<file path="src/shared/bmfr_defines.vh">
// Constants for the bus-management initial value and fairness registers.
// Assumes inclusion by core/bmfr_regs.v only.
`ifndef BMFR_DEFINES_VH
`define BMFR_DEFINES_VH

// Register byte offsets
`define BMFR_OFF_CHAN_UPPER   8'hB4
`define BMFR_OFF_CHAN_LOWER   8'hB8
`define BMFR_OFF_FAIRNESS     8'hDC

// Reset values
`define BMFR_CHAN_RESET       32'hFFFFFFFF
`define BMFR_FAIR_RESET       8'h00
`define BMFR_CNT_RESET        8'h00

// Field layout
`define BMFR_FAIR_MSB         7
`define BMFR_FAIR_PAD         24'h000000
`define BMFR_READ_ZERO        32'h00000000
`define BMFR_ADDR_W           8

`endif

</file>
<file path="src/core/bmfr_regs.v">
// Initial channel-availability registers and fairness priority limiter.
// Assumes a 100 MHz clock, an Avalon-MM master and synchronous resets.
// Functional notes
// - Both initial channel words reset to all ones on hard or soft reset.
// - Bus reset leaves both initial channel-availability words unchanged.
// - Global, PCI or bus reset copies upper initial word to live CSR.
// - Global, PCI or bus reset copies lower initial word to live CSR.
// - Fairness bits 31..8 read zero, ignore writes; register resets to zero.
// - Fairness bits 7..0 limit priority requests per fairness interval.
`timescale 1ns/1ps
`default_nettype none
`include "bmfr_defines.vh"

module bmfr_regs (
  // Clock and resets
  input  wire        i_mclk,
  input  wire        i_rst_n,
  input  wire        i_soft_rst,
  input  wire        i_pci_rst,
  input  wire        i_bus_rst,
  // Avalon-MM slave
  input  wire [7:0]  i_avs_address,
  input  wire        i_avs_read,
  input  wire        i_avs_write,
  input  wire [31:0] i_avs_writedata,
  input  wire [3:0]  i_avs_byteenable,
  output reg  [31:0] o_avs_readdata,
  output reg         o_avs_waitrequest,
  // Live bus-management CSRs
  output reg  [31:0] o_chan_avail_hi,
  output reg  [31:0] o_chan_avail_lo,
  // Priority arbitration to PHY
  input  wire        i_pri_req,
  input  wire        i_fair_interval,
  output reg         o_pri_req,
  output reg         o_pri_block
);

  reg  [31:0] init_chan_avail_upper;
  reg  [31:0] init_chan_avail_lower;
  reg  [7:0]  pri_req_limit;
  reg  [7:0]  pri_req_count;
  reg         done;
  wire        access;
  wire        wr_go;
  wire        hard_rst;
  wire        load_live;
  wire        allow;

  // Byte-lane merge
  function [31:0] merge;
    input [31:0] old;
    input [31:0] dat;
    input [3:0]  be;
    integer k;
    begin
      merge = old;
      for (k = 0; k < 4; k = k + 1) begin
        if (be[k]) begin
          merge[k*8 +: 8] = dat[k*8 +: 8];
        end
      end
    end
  endfunction

  assign access    = (i_avs_read | i_avs_write) & ~done;
  assign wr_go     = i_avs_write & ~done;
  assign hard_rst  = ~i_rst_n | i_soft_rst;
  assign load_live = i_pci_rst | i_bus_rst;
  assign allow     = (pri_req_count < pri_req_limit);

  // One wait state, then acknowledge
  always @(posedge i_mclk) begin
    if (!i_rst_n) begin
      done              <= 1'b0;
      o_avs_waitrequest <= 1'b1;
      o_avs_readdata    <= `BMFR_READ_ZERO;
    end else begin
      done              <= access;
      o_avs_waitrequest <= ~access;
      if (access && i_avs_read) begin
        case (i_avs_address)
          `BMFR_OFF_CHAN_UPPER: o_avs_readdata <= init_chan_avail_upper;
          `BMFR_OFF_CHAN_LOWER: o_avs_readdata <= init_chan_avail_lower;
          `BMFR_OFF_FAIRNESS:
            o_avs_readdata <= {`BMFR_FAIR_PAD, pri_req_limit};
          default: o_avs_readdata <= `BMFR_READ_ZERO;
        endcase
      end
    end
  end

  // Initial value registers
  always @(posedge i_mclk) begin
    if (hard_rst) begin
      init_chan_avail_upper <= `BMFR_CHAN_RESET;
      init_chan_avail_lower <= `BMFR_CHAN_RESET;
      pri_req_limit         <= `BMFR_FAIR_RESET;
    end else if (wr_go) begin
      // Bus reset does not touch these
      if (i_avs_address == `BMFR_OFF_CHAN_UPPER) begin
        init_chan_avail_upper <= merge(init_chan_avail_upper,
                                       i_avs_writedata, i_avs_byteenable);
      end
      if (i_avs_address == `BMFR_OFF_CHAN_LOWER) begin
        init_chan_avail_lower <= merge(init_chan_avail_lower,
                                       i_avs_writedata, i_avs_byteenable);
      end
      if (i_avs_address == `BMFR_OFF_FAIRNESS && i_avs_byteenable[0]) begin
        pri_req_limit <= i_avs_writedata[`BMFR_FAIR_MSB:0];
      end
    end
  end

  // Live CSRs load from initial values
  always @(posedge i_mclk) begin
    if (hard_rst) begin
      o_chan_avail_hi <= `BMFR_CHAN_RESET;
      o_chan_avail_lo <= `BMFR_CHAN_RESET;
    end else if (load_live) begin
      o_chan_avail_hi <= init_chan_avail_upper;
      o_chan_avail_lo <= init_chan_avail_lower;
    end
  end

  // Fairness limiter
  always @(posedge i_mclk) begin
    if (hard_rst) begin
      pri_req_count <= `BMFR_CNT_RESET;
      o_pri_req     <= 1'b0;
      o_pri_block   <= 1'b1;
    end else begin
      o_pri_req <= i_pri_req & allow & ~i_fair_interval & ~load_live;
      if (i_fair_interval || load_live) begin
        pri_req_count <= `BMFR_CNT_RESET;
        o_pri_block   <= (pri_req_limit == `BMFR_CNT_RESET);
      end else begin
        if (i_pri_req && allow) begin
          pri_req_count <= pri_req_count + 8'h01;
        end
        o_pri_block <= ~allow | (i_pri_req && allow &&
                       (pri_req_count + 8'h01 == pri_req_limit));
      end
    end
  end

endmodule
`default_nettype wire

</file>
<file path="config.mk">
export PLATFORM = sky130hd
export DESIGN_NAME = bmfr_regs
export DESIGN_NICKNAME = d
export VERILOG_FILES = /design/src/core/bmfr_regs.v
export VERILOG_INCLUDE_DIRS = /design/src /design/src/shared
export SDC_FILE = /design/constraint.sdc
export NUM_CORES = 1
export LEC_CHECK = 0
export BUFFER_PORTS_ARGS = -buffer_cell sky130_fd_sc_hd__buf_4
export CAP_MARGIN = 20
export CORE_MARGIN = 2
export CORE_UTILIZATION = 54
export CTS_CLUSTER_DIAMETER = 200
export DETAILED_ROUTE_END_ITERATION = 12
export HOLD_SLACK_MARGIN = 0.02
export PLACE_DENSITY = 0.85
export SLEW_MARGIN = 25
export SYNTH_ARGS = -nofsm -noshare
export SYNTH_HDL_FRONTEND = slang
export SYNTH_SLANG_ARGS = --single-unit
</file>
<file path="constraint.sdc">
create_clock -name i_mclk -period 2.8 [get_ports i_mclk]
set_clock_uncertainty 0.2 [all_clocks]
set_input_delay 0.56 -clock i_mclk [delete_from_list [all_inputs] [get_ports i_mclk]]
set_output_delay 0.56 -clock i_mclk [all_outputs]
set_load 0.03 [all_outputs]
</file>
==> results by group <==
Yosys
  – Mean Syn Cell Area: between 8 and 9 sq um
  – Flops & latches, synth: 180
  – Ys async rst share: 0%
  – Synth warnings: 0
  – Synth area leaders: dfxtp_1, nand2_1, nand3_1
  – Synth Flop Type: dfxtp_1
  – Register area share after synthesis: a little under 50%
  – Synthesized instance count: between 800 and 900
  – Top-area cell type share of the netlist area: approximately half
  – Area leader, netlist: dfxtp_1
  – Netlist cell types: 51
  – Syn Nets: 930
  – Synth Cell Area: 0.007301 sq mm
  – Number of synthesized flops with an enable pin: 0

Worst setup path
  – Setup CP Type: reg -> reg
  – Arr. time, crit path: ~2700 ps
  – Startpoint Class: flop
  – Setup crit start: pri_req_limit[6]
  – R2R cell count: 7
  – Reg2reg start: pri_req_limit[6]
  – Crit-path max FO: 9
  – Critical Path RT: 2970 ps
  – CP Capture Type: flop

Worst hold path
  – Hold Crit Start: i_avs_writedata[20]
  – Hold Path Class: in -> reg
  – Hold path cells: 3

Detailed routing
  – Antenna Nets Post-Route: 0
  – First-pass DRT Iterations: 5
  – Routed WL: 19.79 mm
  – DR vias: approximately 6700
  – Wire length per cell: between 15 and 20 microns
  – Drt drc: 0
  – Drt via density: 5.606
  – Drt initial violations: 620

Floorplanning
  – Die H: 120.3 microns
  – DIE WIDTH: 120.3 microns
  – IO Count: 152
  – CORE AREA: approximately 0.013 sq mm
  – Initial Utilization: between 50% and 60%
  – Die area: 0.01447 sq mm
  – # rows: 42

Place
  – Routability Congestion: roughly 0.92
  – Dpl hpwl: 12.97 mm
  – I/O Buffers: 151
  – Placed cells: about 1200

Power and ir drop
  – Final Power: 0.005419 W
  – Power Density: 586.4 mW/mm^2
  – Lkg Pwr: between 4 and 5 nW
  – Max VDD drop: 310.5 uV

Clock tree
  – H-tree levels: 4
  – # hold bufs at CTS: 0
  – Resize count post-CTS: 0
  – CTS buffer count: 17
  – # clock sinks: 180
  – Setup bufs post-CTS: 0
  – Root buf cell: clkbuf_16
  – CTS tree: built
  – Worst-path clk slew: 70 ps
  – Clock latency on the worst-skew pair: between 400 and 500 ps
  – Clock tree buffer depth: 2

STA
  – Fin crit share: 88.88%
  – Setup TNS: 0 ps
  – Max Fclk: about 0.4 GHz
  – Slew margin rel.: 52.96%
  – Unrepaired setup endpoints after global routing: no
  – Count of final max-slew check failures: 0
  – Hold Vio Cnt, Final: 0
  – Tmin final: between 2000 and 2500 ps
  – Actual slew at the worst max-slew pin: 705.5 ps
  – Final setup violation count: 0

Global routing
  – Total GRT Usage: 27.48%
  – Grt ovf: 0
  – Number of global-route vias before repair: 6240
  – Largest net degree at the start of global routing: 131
  – Initial antenna violation count: 0
  – First-pass GRT wire length: about 31 mm

Finish
  – Commonest non-fill, non-tap cells in the layout: nand2_1, dfxtp_1, buf_4
  – Cell Count, Final, Fillers Out: about 1200
  – Final #Nets: ~1100
  – Area growth, synth to finish: 26.56%
  – N_diodes: 0
  – Most common cell after layout, fill and taps aside: nand2_1
  – Share of layout cells above drive strength 1: 21.67%
  – Fillers: 1015

Outcome
  – Status: finished clean

Flow run
  – # Max-Cap Violations: 0
-- critical path, stage by stage (launching register included) --
cell and delay [ps]:
dfxtp_1 480, inv_1 120, ha_1 330, a21o_1 180, a21oi_1 190, nand3_1 290
or4_1 560, nand2_1 80
-- metal layers --
layer  up-vias  track usage, %  part of all wire (%)
met4         0           13.01                   3.2
met5         -               0                     0
met1      3154           34.55                    42
met2       288           44.18                    47
met3        53           7.123                   7.6
li1       3210               -                     -
-- cell usage after synthesis, types with 5 or more instances --
| cell | instances |
|---|---|
| inv_1 | 10 |
| dfxtp_1 | 180 |
| o21ai_0 | 37 |
| ha_1 | 9 |
| a22oi_1 | 40 |
| mux2i_1 | 41 |
| xor2_1 | 7 |
| buf_2 | 5 |
| clkbuf_1 | 41 |
| and2_1 | 25 |
| nor2b_1 | 12 |
| nand2_1 | 268 |
| nand3_1 | 106 |
| nor2_1 | 21 |
-- state kept, by name, indices dropped and copies added, names as in the netlist --
| signal | cells |
|---|---|
| o_chan_avail_lo | 32 |
| pri_req_limit | 8 |
| done | 1 |
| init_chan_avail_lower | 32 |
| o_pri_block | 1 |
| o_chan_avail_hi | 32 |
| o_avs_waitrequest | 1 |
| pri_req_count | 8 |
| o_avs_readdata | 32 |
| o_pri_req | 1 |
| init_chan_avail_upper | 32 |
-- logic make-up (layout without fill, tap and decap cells) --
logic type / count (synthesis) / in the layout / synth area share (%)
simple gates: 472 / 472 / 30.21
flops: 180 / 180 / 49.36
compound gates: 96 / 96 / 8.672
buf+inv: 59 / 211 / 3.273
mux: 41 / 41 / 5.621
xor+xnor: 11 / 11 / 1.320
fa+ha+maj: 9 / 9 / 1.542
-- final cells by class --
cell class	count	area, sq um	share of cell area [%]
clock buffers	21	470.5	5.091
flip-flops and latches	180	3603	39.00
well taps	176	220.2	2.383
repair buffers	169	1294	14.00
multi-input cells	629	3473	37.59
inverters	10	37.54	0.4062
clock inverters	11	141.4	1.530
-- path summary, 6_finish.rpt --
path                            slack [ps]                         to
worst min-delay path                   150  init_chan_avail_upper[20]
worst max register to register         310           pri_req_count[3]
worst max-delay path                   310           pri_req_count[3]
worst min register to register         270        o_chan_avail_hi[15]
-- metrics by stage --
stage / utilization, % / hold WS [ps] / instance area, sq um / setup WS, ps
after floorplan: - / 259.6 / 7301 / 476.5
after global placement: 65.16 / 251.0 / 8628 / 384.0
after detailed placement: 65.16 / 257.7 / 8628 / 360.4
after CTS: 69.78 / 135.0 / 9240 / 325.6
after global routing: 69.78 / 151.2 / 9240 / 143.2
final: 69.78 / 146.3 / 9240 / 311.5
-- report_power, final --
| part | switching, W | leakage, nW | internal, W |
|---|---|---|---|
| clock | 0.00103 | 0.294 | 0.00141 |
| combinational | 0.000245 | 2.33 | 0.000143 |
| sequential | 0.0000138 | 1.46 | 0.00259 |
| total | 0.00128 | 4.08 | 0.00413 |
Power figures use the tool's default switching activity.
